File: src/verilog/rtcc_pkg.sv
// package: register map, field positions and counting constants of the clock block
package rtcc_pkg;

  localparam logic [7:0]  RTCC_CONFIG_ADDR   = 8'hA1;
  localparam logic [7:0]  RTCC_CENTI_ADDR    = 8'hA2;
  localparam logic [7:0]  RTCC_SEC_ADDR      = 8'hA3;
  localparam logic [7:0]  RTCC_MIN_ADDR      = 8'hA4;
  localparam logic [7:0]  RTCC_HOUR_ADDR     = 8'hA5;
  localparam logic [7:0]  RTCC_PERIOD_ADDR   = 8'hA6;
  localparam logic [7:0]  RTCC_KEY_ADDR      = 8'hC1;
  localparam logic [7:0]  RTCC_NTRIM_ADDR    = 8'hF6;
  localparam logic [7:0]  RTCC_TTRIM_ADDR    = 8'hF7;
  localparam logic [7:0]  RTCC_IRQPIN_ADDR   = 8'hFF;

  localparam logic [7:0]  RTCC_UNLOCK_VALUE  = 8'hEA;

  localparam int          RTCC_MIDNIGHT_BIT  = 7;
  localparam int          RTCC_DAYWRAP_BIT   = 6;
  localparam int          RTCC_BASE_HI_BIT   = 5;
  localparam int          RTCC_BASE_LO_BIT   = 4;
  localparam int          RTCC_ONESHOT_BIT   = 3;
  localparam int          RTCC_ALARM_BIT     = 2;
  localparam int          RTCC_ALARM_EN_BIT  = 1;

  localparam logic [7:0]  RTCC_ZERO8         = 8'h00;
  localparam logic [7:0]  RTCC_ONE8          = 8'h01;
  localparam logic [1:0]  RTCC_BASE_RESET    = 2'h0;
  localparam logic [7:0]  RTCC_CENTI_MAX     = 8'h63;
  localparam logic [7:0]  RTCC_SEC_MAX       = 8'h3B;
  localparam logic [7:0]  RTCC_MIN_MAX       = 8'h3B;
  localparam logic [7:0]  RTCC_HOUR24_MAX    = 8'h17;
  localparam logic [7:0]  RTCC_HOUR256_MAX   = 8'hFF;

  // crystal edges per second, and centi steps added per edge
  localparam logic [16:0] RTCC_XTAL_HZ       = 17'h0_8000;
  localparam logic [16:0] RTCC_CENTI_STEP    = 17'h0_0064;
  // 32768 / 128 edges per 1/128 s tick
  localparam logic [7:0]  RTCC_DIV128_MAX    = 8'hFF;

  typedef enum logic [1:0] {
    RTCC_BASE_128TH,
    RTCC_BASE_SECOND,
    RTCC_BASE_MINUTE,
    RTCC_BASE_HOUR
  } rtcc_base_t;

endpackage : rtcc_pkg

File: src/verilog/rtcc_tick_gen.sv
// crystal synchroniser, trimmed hundredths tick and 1/128 s tick
`timescale 1ns/10ps
`default_nettype none
module rtcc_tick_gen
  import rtcc_pkg::*;
(
  input  wire logic       clk,
  input  wire logic       nrst,
  input  wire logic       xtal_in,
  input  wire logic [7:0] nominal_trim,
  input  wire logic [7:0] thermal_trim,
  output logic            centi_tick,
  output logic            base128_tick
);

  typedef struct packed {
    logic        sync1;
    logic        sync2;
    logic        prev;
    logic [16:0] acc;
    logic [7:0]  div128;
    logic        centi;
    logic        b128;
  } rtcc_tick_state_t;

  rtcc_tick_state_t q;
  rtcc_tick_state_t d;
  logic             xtal_edge;
  logic [16:0]      modulus;
  logic [16:0]      acc_sum;

  assign xtal_edge = q.sync2 & ~q.prev;

  // each trim unit moves the per-second crystal-count modulus by one count, the hundredth by 1/100 count
  assign modulus = RTCC_XTAL_HZ - {{9{nominal_trim[7]}}, nominal_trim} - {{9{thermal_trim[7]}}, thermal_trim};
  assign acc_sum = q.acc + RTCC_CENTI_STEP;

  always_comb begin
    d       = q;
    // only the second stage reads the first
    d.sync1 = xtal_in;
    d.sync2 = q.sync1;
    d.prev  = q.sync2;
    d.centi = 1'b0;
    d.b128  = 1'b0;
    if (xtal_edge) begin
      if (acc_sum >= modulus) begin
        d.acc   = acc_sum - modulus;
        d.centi = 1'b1;
      end else begin
        d.acc = acc_sum;
      end
      d.div128 = q.div128 + RTCC_ONE8;
      if (q.div128 == RTCC_DIV128_MAX) begin
        d.b128 = 1'b1;
      end
    end
  end

  always_ff @(posedge clk or negedge nrst) begin
    if (!nrst) begin
      q <= '0;
    end else begin
      q <= d;
    end
  end

  assign centi_tick   = q.centi;
  assign base128_tick = q.b128;

endmodule : rtcc_tick_gen
`default_nettype wire

File: src/verilog/rtcc_core.sv
// real-time clock core: byte-wide special registers, time chain, midnight and alarm flags
//
// Contract
// - counters advance on crystal, not core clock
// - separate nominal and temperature trim settings
// - keeps counting in every power mode
// - counters survive watchdog and pin resets
// - registers accessed only as whole bytes
// - protected writes need key 0xEA loaded
// - midnight flag set on wrap to zero
// - midnight flag stays until software clears
// - 24-hour mode: one midnight per day
// - midnight wake blocks sleep until cleared
// - day wrap bit defaults 0, power-on only
// - wrap bit 0: hours wrap 255 to 0
// - wrap bit 1: hours wrap 23 to 0
// - bits 5..4 select alarm time base
// - periodic alarm: flag each interval, restart
// - one-shot alarm: flag on the first time-base tick, then disable
`timescale 1ns/10ps
`default_nettype none
module rtcc_core
  import rtcc_pkg::*;
(
  input  wire logic       clk,
  input  wire logic       nrst,
  input  wire logic       core_rst_n,
  input  wire logic       xtal_in,
  input  wire logic       sleep_mode,
  input  wire logic [7:0] sfr_addr,
  input  wire logic       sfr_wr,
  input  wire logic       sfr_rd,
  input  wire logic [7:0] sfr_wdata,
  output logic [7:0]      sfr_rdata,
  output logic            sfr_ack,
  output logic [7:0]      irq_pin_config,
  output logic            midnight_flag,
  output logic            alarm_flag,
  output logic            sleep_entry_block
);

  typedef struct packed {
    logic [7:0] centi;
    logic [7:0] sec;
    logic [7:0] min;
    logic [7:0] hour;
    logic       midnight;
    logic       day_wrap;
    rtcc_base_t base_sel;
    logic       one_shot;
    logic       alarm;
    logic       alarm_en;
    logic [7:0] period;
    logic [7:0] alarm_cnt;
    logic [7:0] key;
    logic [7:0] ntrim;
    logic [7:0] ttrim;
    logic [7:0] irq_pin;
    logic       midnight_wake;
    logic       sleep_block;
    logic [7:0] rdata;
    logic       ack;
  } rtcc_state_t;

  rtcc_state_t q;
  rtcc_state_t d;

  logic       centi_tick;
  logic       base128_tick;
  logic       sec_carry;
  logic       min_carry;
  logic       hour_carry;
  logic       day_carry;
  logic       base_tick;
  logic       unlocked;
  logic       wr_cfg;
  logic [7:0] hour_max;
  logic [7:0] alarm_limit;
  logic [7:0] cfg_view;
  logic [7:0] alarm_next;

  // byte-wide decode only; there is no per-bit access path
  function automatic logic rtcc_mapped(input logic [7:0] a);
    unique case (a)
      RTCC_CONFIG_ADDR, RTCC_CENTI_ADDR, RTCC_SEC_ADDR, RTCC_MIN_ADDR,
      RTCC_HOUR_ADDR, RTCC_PERIOD_ADDR, RTCC_KEY_ADDR, RTCC_NTRIM_ADDR,
      RTCC_TTRIM_ADDR, RTCC_IRQPIN_ADDR: rtcc_mapped = 1'b1;
      default: rtcc_mapped = 1'b0;
    endcase
  endfunction : rtcc_mapped

  function automatic logic rtcc_protected(input logic [7:0] a);
    unique case (a)
      RTCC_CENTI_ADDR, RTCC_SEC_ADDR, RTCC_MIN_ADDR,
      RTCC_HOUR_ADDR, RTCC_IRQPIN_ADDR: rtcc_protected = 1'b1;
      default: rtcc_protected = 1'b0;
    endcase
  endfunction : rtcc_protected

  // ticks derive from the synchronised crystal
  rtcc_tick_gen u_tick (
    .clk          (clk),
    .nrst         (nrst),
    .xtal_in      (xtal_in),
    .nominal_trim (q.ntrim),
    .thermal_trim (q.ttrim),
    .centi_tick   (centi_tick),
    .base128_tick (base128_tick)
  );

  assign hour_max   = q.day_wrap ? RTCC_HOUR24_MAX : RTCC_HOUR256_MAX;

  assign sec_carry  = centi_tick & (q.centi == RTCC_CENTI_MAX);
  assign min_carry  = sec_carry & (q.sec == RTCC_SEC_MAX);
  assign hour_carry = min_carry & (q.min == RTCC_MIN_MAX);
  assign day_carry  = hour_carry & (q.hour >= hour_max);

  assign unlocked   = (q.key == RTCC_UNLOCK_VALUE);
  assign wr_cfg     = sfr_wr & (sfr_addr == RTCC_CONFIG_ADDR);

  // time base for the interval timer
  always_comb begin
    unique case (q.base_sel)
      RTCC_BASE_128TH:  base_tick = base128_tick;
      RTCC_BASE_SECOND: base_tick = sec_carry;
      RTCC_BASE_MINUTE: base_tick = min_carry;
      RTCC_BASE_HOUR:   base_tick = hour_carry;
    endcase
  end

  assign alarm_limit = q.one_shot ? RTCC_ONE8 : q.period;
  assign alarm_next  = q.alarm_cnt + RTCC_ONE8;

  always_comb begin
    cfg_view                    = RTCC_ZERO8;
    cfg_view[RTCC_MIDNIGHT_BIT] = q.midnight;
    cfg_view[RTCC_DAYWRAP_BIT]  = q.day_wrap;
    cfg_view[RTCC_BASE_HI_BIT:RTCC_BASE_LO_BIT] = q.base_sel;
    cfg_view[RTCC_ONESHOT_BIT]  = q.one_shot;
    cfg_view[RTCC_ALARM_BIT]    = q.alarm;
    cfg_view[RTCC_ALARM_EN_BIT] = q.alarm_en;
  end

  always_comb begin
    d     = q;
    d.ack = 1'b0;

    // no power-mode input gates the chain
    if (centi_tick) begin
      d.centi = sec_carry ? RTCC_ZERO8 : q.centi + RTCC_ONE8;
    end
    // seconds and minutes wrap at 59
    if (sec_carry) begin
      d.sec = min_carry ? RTCC_ZERO8 : q.sec + RTCC_ONE8;
    end
    if (min_carry) begin
      d.min = hour_carry ? RTCC_ZERO8 : q.min + RTCC_ONE8;
    end
    if (hour_carry) begin
      d.hour = day_carry ? RTCC_ZERO8 : q.hour + RTCC_ONE8;
    end

    // protected writes only while the key holds the unlock value
    if (sfr_wr && unlocked && rtcc_protected(sfr_addr)) begin
      unique case (sfr_addr)
        RTCC_CENTI_ADDR:  d.centi   = sfr_wdata;
        RTCC_SEC_ADDR:    d.sec     = sfr_wdata;
        RTCC_MIN_ADDR:    d.min     = sfr_wdata;
        RTCC_HOUR_ADDR:   d.hour    = sfr_wdata;
        RTCC_IRQPIN_ADDR: d.irq_pin = sfr_wdata;
        default:          d.irq_pin = q.irq_pin;
      endcase
    end

    // key stays as written until software rewrites it or a core reset zeroes it
    if (sfr_wr) begin
      unique case (sfr_addr)
        RTCC_KEY_ADDR:    d.key    = sfr_wdata;
        RTCC_PERIOD_ADDR: d.period = sfr_wdata;
        RTCC_NTRIM_ADDR:  d.ntrim  = sfr_wdata;
        RTCC_TTRIM_ADDR:  d.ttrim  = sfr_wdata;
        default:          d.key    = q.key;
      endcase
    end

    if (wr_cfg) begin
      d.day_wrap = sfr_wdata[RTCC_DAYWRAP_BIT];
      d.base_sel = rtcc_base_t'(sfr_wdata[RTCC_BASE_HI_BIT:RTCC_BASE_LO_BIT]);
      d.one_shot = sfr_wdata[RTCC_ONESHOT_BIT];
      d.alarm_en = sfr_wdata[RTCC_ALARM_EN_BIT];
      // flags clear only on a written zero
      if (!sfr_wdata[RTCC_MIDNIGHT_BIT]) begin
        d.midnight = 1'b0;
      end
      if (!sfr_wdata[RTCC_ALARM_BIT]) begin
        d.alarm = 1'b0;
      end
      // restart the interval whenever the config register is written; a period write keeps the count
      d.alarm_cnt = RTCC_ZERO8;
    end else if (q.alarm_en && base_tick) begin
      if (alarm_next >= alarm_limit) begin
        d.alarm     = 1'b1;
        d.alarm_cnt = RTCC_ZERO8;
        if (q.one_shot) begin
          d.alarm_en = 1'b0;
        end
      end else begin
        d.alarm_cnt = alarm_next;
      end
    end

    // set on rollover, winning over a same-cycle clear
    // day_carry fires once per 24 hours in day mode
    if (day_carry) begin
      d.midnight = 1'b1;
      if (sleep_mode) begin
        d.midnight_wake = 1'b1;
      end
    end
    if (!d.midnight) begin
      d.midnight_wake = 1'b0;
    end
    // sleep refused while a midnight wake is unserviced
    d.sleep_block = d.midnight & d.midnight_wake;

    if (rtcc_mapped(sfr_addr) && (sfr_wr || sfr_rd)) begin
      d.ack = 1'b1;
    end
    if (sfr_rd) begin
      unique case (sfr_addr)
        RTCC_CONFIG_ADDR: d.rdata = cfg_view;
        RTCC_CENTI_ADDR:  d.rdata = q.centi;
        RTCC_SEC_ADDR:    d.rdata = q.sec;
        RTCC_MIN_ADDR:    d.rdata = q.min;
        RTCC_HOUR_ADDR:   d.rdata = q.hour;
        RTCC_PERIOD_ADDR: d.rdata = q.period;
        RTCC_KEY_ADDR:    d.rdata = q.key;
        RTCC_NTRIM_ADDR:  d.rdata = q.ntrim;
        RTCC_TTRIM_ADDR:  d.rdata = q.ttrim;
        RTCC_IRQPIN_ADDR: d.rdata = q.irq_pin;
        default:          d.rdata = RTCC_ZERO8;
      endcase
    end

    // warm resets leave the time chain, day wrap and midnight flag alone
    // day wrap kept through warm resets
    if (!core_rst_n) begin
      d.key       = RTCC_ZERO8;
      d.irq_pin   = RTCC_ZERO8;
      d.period    = RTCC_ZERO8;
      d.alarm_cnt = RTCC_ZERO8;
      d.base_sel  = rtcc_base_t'(RTCC_BASE_RESET);
      d.one_shot  = 1'b0;
      d.alarm     = 1'b0;
      d.alarm_en  = 1'b0;
      d.rdata     = RTCC_ZERO8;
      d.ack       = 1'b0;
    end
  end

  // only power-on reset clears the counters
  always_ff @(posedge clk or negedge nrst) begin
    if (!nrst) begin
      q <= '0;
    end else begin
      q <= d;
    end
  end

  assign sfr_rdata         = q.rdata;
  assign sfr_ack           = q.ack;
  assign irq_pin_config    = q.irq_pin;
  assign midnight_flag     = q.midnight;
  assign alarm_flag        = q.alarm;
  assign sleep_entry_block = q.sleep_block;

endmodule : rtcc_core
`default_nettype wire

File: config.mk
export PLATFORM = sky130hd
export DESIGN_NAME = rtcc_core
export DESIGN_NICKNAME = d
export VERILOG_FILES = /design/src/verilog/rtcc_pkg.sv /design/src/verilog/rtcc_tick_gen.sv /design/src/verilog/rtcc_core.sv
export SDC_FILE = /design/constraint.sdc
export NUM_CORES = 1
export LEC_CHECK = 0
export ABC_CLOCK_PERIOD_IN_PS = 4800
export BUFFER_PORTS_ARGS = -buffer_cell sky130_fd_sc_hd__buf_2
export CORE_ASPECT_RATIO = 0.8
export CORE_MARGIN = 5
export CORE_UTILIZATION = 40
export CTS_BUF_LIST = sky130_fd_sc_hd__clkbuf_4
export CTS_CLUSTER_DIAMETER = 150
export DETAILED_ROUTE_END_ITERATION = 7
export HOLD_SLACK_MARGIN = 0.02
export PLACE_DENSITY = 0.58
export SLEW_MARGIN = 20
export SYNTH_ARGS = -nofsm -noshare
export SYNTH_HDL_FRONTEND = slang
export SYNTH_SLANG_ARGS = --single-unit
File: constraint.sdc
create_clock -name clk -period 4.8 [get_ports clk]
set_input_delay 0.72 -clock clk [delete_from_list [all_inputs] [get_ports clk]]
set_output_delay 0.72 -clock clk [all_outputs]
set_load 0.1 [all_outputs]
==> results.py <==
metrics = {
    "run_status": {
        "status": "finished, final reports clean",
    },
    "yosys": {
        "mappedNetlistArea_um2": 8810,
        "seq_cells_post_synth": 127,
        "synth_area_leader_cell": "sky130_fd_sc_hd__dfrtp_1",
        "share_of_flip_flops_with_an_asynchronous_set_or_reset": 1.000,
        "yosys-top-cells-area": "sky130_fd_sc_hd__dfrtp_1 (36%), sky130_fd_sc_hd__ha_1 (7.4%), sky130_fd_sc_hd__nand2_1 (5.4%)",
        "yosys_warnings": 0,
        "synthCells": 1025,
        "seq_area_frac_synth": 0.3607,
        "synth.lib_cells_used.distinct": 81,
        "synth_ff_type": "sky130_fd_sc_hd__dfrtp_1",
        "synth_nets": 1102,
        "top_cell_type_s_share_of_synthesized_area": 0.3607,
        "synth_edf_count": 0,
        "synthesis.area_per_instance_um2": 8.595,
    },
    "sta": {
        "slew_violations": 0,
        "final-setup-viol-count": 0,
        "setup_clock_skew_after_layout_ns": 0.03047,
        "max_slew_margin_vs_limit": 0.3502,
        "fmaxAchievable_ghz": 0.2209,
        "final.period_utilization": 0.9430,
        "setup_repair_after_global_routing_missed_its_margin": "no",
        "worst-slew-pin-transition_ns": 0.9611,
        "finalHoldViolCount": 0,
        "timing.final.crit_period_ns": 4.526,
        "totalNegativeSetupSlack_ns": 0,
    },
    "global_routing": {
        "grt_remaining_overflow": 0,
        "antenna_found_initial": 1,
        "grt_start_max_net_pins": 53,
        "grt_pass1_vias": 7003,
        "global_route.usage.total": 0.2042,
        "global_route_wire_length_before_repair_um": 40390,
    },
    "die": {
        "area_of_the_die_um2": 25110,
        "die_height_um": 142.7,
        "placement_rows": 48,
        "io_pins": 43,
        "die-width_um": 175.9,
        "floorplan.core_area_um2": 21620,
        "start_util": 0.4075,
    },
    "cts": {
        "clock-root-buffer": "sky130_fd_sc_hd__clkbuf_4",
        "clkLatencyLatePin_ns": 0.56,
        "clock_sink_count": 127,
        "clockBufferDepth": 2,
        "clk_transition_reported_paths_ns": 0.12,
        "cts_max_level": 4,
        "numCtsBuffers": 17,
        "cts_tree": "built",
    },
    "drt": {
        "routed-via-count": 7663,
        "wl_met3_um": 1853,
        "drt_wl_total_um": 25660,
        "route.detailed.wl_per_inst_um": 19.28,
        "post-route-drc-count": 0,
        "first_iter_violations": 735,
        "postRouteAntennaNets": 0,
        "wl_met1_um": 13380,
        "top_routing_layer_in_use": "met4",
        "viasPerCell": 5.757,
        "drt-pass1-iter-count": 7,
        "met2_length_um": 10300,
    },
    "placement": {
        "hpwl_um": 18930,
        "numPlacedInstances": 1296,
        "gpl.final_weighted_congestion": 0.9151,
        "buffer_ports.inserted": 42,
    },
    "setup_path": {
        "critical_path.most_common_cell": "sky130_fd_sc_hd__ha_1",
        "worstSetupPathType": "flip-flop to flip-flop",
        "crit_path_start_kind": "flip-flop",
        "delay_of_the_slowest_critical_path_stage_ns": 0.42,
        "critical-path-slowest-cell": "sky130_fd_sc_hd__dfrtp_1",
        "timing.critical_path.cells": "ha_1 > inv_1 > ha_1 > fa_1 > a21o_1 > a21oi_2 > o21bai_1 > a21o_1 > a21oi_2 > o21ai_0 > xnor2_1 > ha_1 > nand4_1 > nor2_1 > or2_2 > or3_1 > buf_4 > a221o_1",
        "worst-path-max-fanout": 7,
        "critical_path_arrival_ns": 4.98,
        "critical_path_required_ns": 5.25,
        "crit_path_end_kind": "flip-flop",
    },
    "layout": {
        "areaGrowthSynthToFinish_pct": 8.195,
        "fin_nets": 1119,
        "post_layout_nonfiller_instances": 1331,
        "register_area_um2": 3178,
        "multi_input_area_um2": 5180,
        "num-fill-cells": 2176,
        "post_route_cells_drive_above_1_share": 0.1204,
    },
    "hold_path": {
        "hp-class": "input pin to flip-flop",
    },
    "power": {
        "p_per_area_nw_per_um2": 465.1,
        "power_leakage_nw": 4.109,
        "irDropWorstVdd_uv": 280.9,
    },
    "run": {
        "maxCapViolCount": 0,
    },
}
routing by layer:
metal	vias up	global-route usage
met4	0	0.03076
met2	262	0.2768
met1	3696	0.3338
met3	12	0.04394
met5	-	0
li1	3693	-
cells by family after synthesis:
| logic type | count (synthesis) | share of synthesized area |
|---|---|---|
| XOR/XNOR | 55 | 0.05468 |
| AO/OA/AOI/OAI | 256 | 0.1868 |
| flip-flops | 127 | 0.3607 |
| multiplexers | 39 | 0.04616 |
| adder cells (fa/ha/maj) | 54 | 0.07840 |
| buffers and inverters | 106 | 0.05312 |
| AND/OR/NAND/NOR | 388 | 0.2201 |
cell type report:
cell class	instances	share of cell area
antenna	1	0.0002625
clock buffer	19	0.01496
clock inverter	13	0.01733
inverter	44	0.01733
multi-input combinational	792	0.5435
sequential	127	0.3334
tap	275	0.03610
timing repair buffer	60	0.03715
cell usage after synthesis (all sizes together), types with 9 or more instances:
cell,n
nor2,70
nor3,21
nand3,48
nand2b,21
a21boi,22
buf,24
and3,12
nand4,22
a31oi,16
nand2,128
a21o,13
a21oi,61
xnor2,30
o21ai,68
mux2,13
dfrtp,127
and4,9
ha,52
nor2b,17
clkbuf,38
mux2i,26
inv,44
xor2,25
worst max-delay path, delay by kind of cell, from the launching register on:
family / cells / cell delay, ns
AO/OA/AOI/OAI: 7 / 1.33
XOR/XNOR: 1 / 0.23
adder cells (fa/ha/maj): 4 / 1.21
buffers and inverters: 2 / 0.22
flip-flops: 1 / 0.42
AND/OR/NAND/NOR: 4 / 1.01
path summary, 6_finish.rpt:
check,to,slack (ns),startpoint,depth (start not counted)
min in group asynchronous,u_tick.d[28],0.61,nrst,2
max,u_tick.q[17],0.27,q[28],18
min,u_tick.d[28],0.27,xtal_in,1
min reg2reg,u_tick.d[27],0.36,u_tick.d[28],0
max in group asynchronous,q[51],3.18,nrst,3
max reg2reg,u_tick.q[17],0.27,q[28],18
what timing repair did:
item | in CTS | in global routing
setup buffers | 0 | 1
endpoints found under the setup margin | 0 | 15
endpoints found under the hold margin | 3 | 0
resized for setup | 0 | 5
hold buffers | 1 | 0
layout by cell type (no fill, tap or decap), drive strengths merged, types with 5 or more instances in the layout:
cell | Yosys | routed
dfrtp | 127 | 127
buf | 24 | 59
a31oi | 16 | 16
mux2i | 26 | 26
nand2 | 128 | 128
or3 | 7 | 7
a22oi | 5 | 5
a21oi | 61 | 61
nor2b | 17 | 17
xor2 | 25 | 25
nor3 | 21 | 21
xnor2 | 30 | 30
ha | 52 | 52
o211ai | 7 | 7
and2 | 5 | 5
nor2 | 70 | 70
o21a | 6 | 6
inv | 44 | 45
o31ai | 7 | 7
o21ai | 68 | 68
and4 | 9 | 9
clkinv | 0 | 5
nand3 | 48 | 48
and3 | 12 | 12
mux2 | 13 | 13
nand4 | 22 | 22
or2 | 5 | 5
nand2b | 21 | 21
clkbuf | 38 | 19
a21boi | 22 | 22
o22ai | 7 | 7
a21o | 13 | 13
per-stage QoR:
step / total power [mW] / hold slack [ns] / setup slack [ns] / utilization / area (um^2)
final: 4.433 / 0.2679 / 0.2736 / 0.4409 / 9532
after global routing: 4.757 / 0.2132 / 0.06133 / 0.4409 / 9532
after CTS: 4.405 / 0.2324 / 0.1107 / 0.4396 / 9505
after floorplan: 2.940 / 0.3312 / 0.3690 / - / 8810
after global placement: 3.560 / 0.3343 / 0.1958 / 0.4249 / 9188
after detailed placement: 3.560 / 0.3347 / 0.1223 / 0.4249 / 9188
power by group:
part           switching [mW]  total [mW]  internal [mW]
clock network           0.450       0.824          0.374
registers               0.177        1.38           1.20
logic                    1.32        2.23          0.909
state kept, by name, summed over array words and instances, names as in the netlist:
| register | flops |
|---|---|
| irq_pin_config | 8 |
| alarm_flag | 1 |
| midnight_flag | 1 |
| q | 73 |
| u_tick.q | 26 |
| u_tick.base128_tick | 1 |
| sfr_ack | 1 |
| u_tick.d | 2 |
| u_tick.centi_tick | 1 |
| sfr_rdata | 8 |
| cfg_view | 5 |
Power figures use the tool's default switching activity.
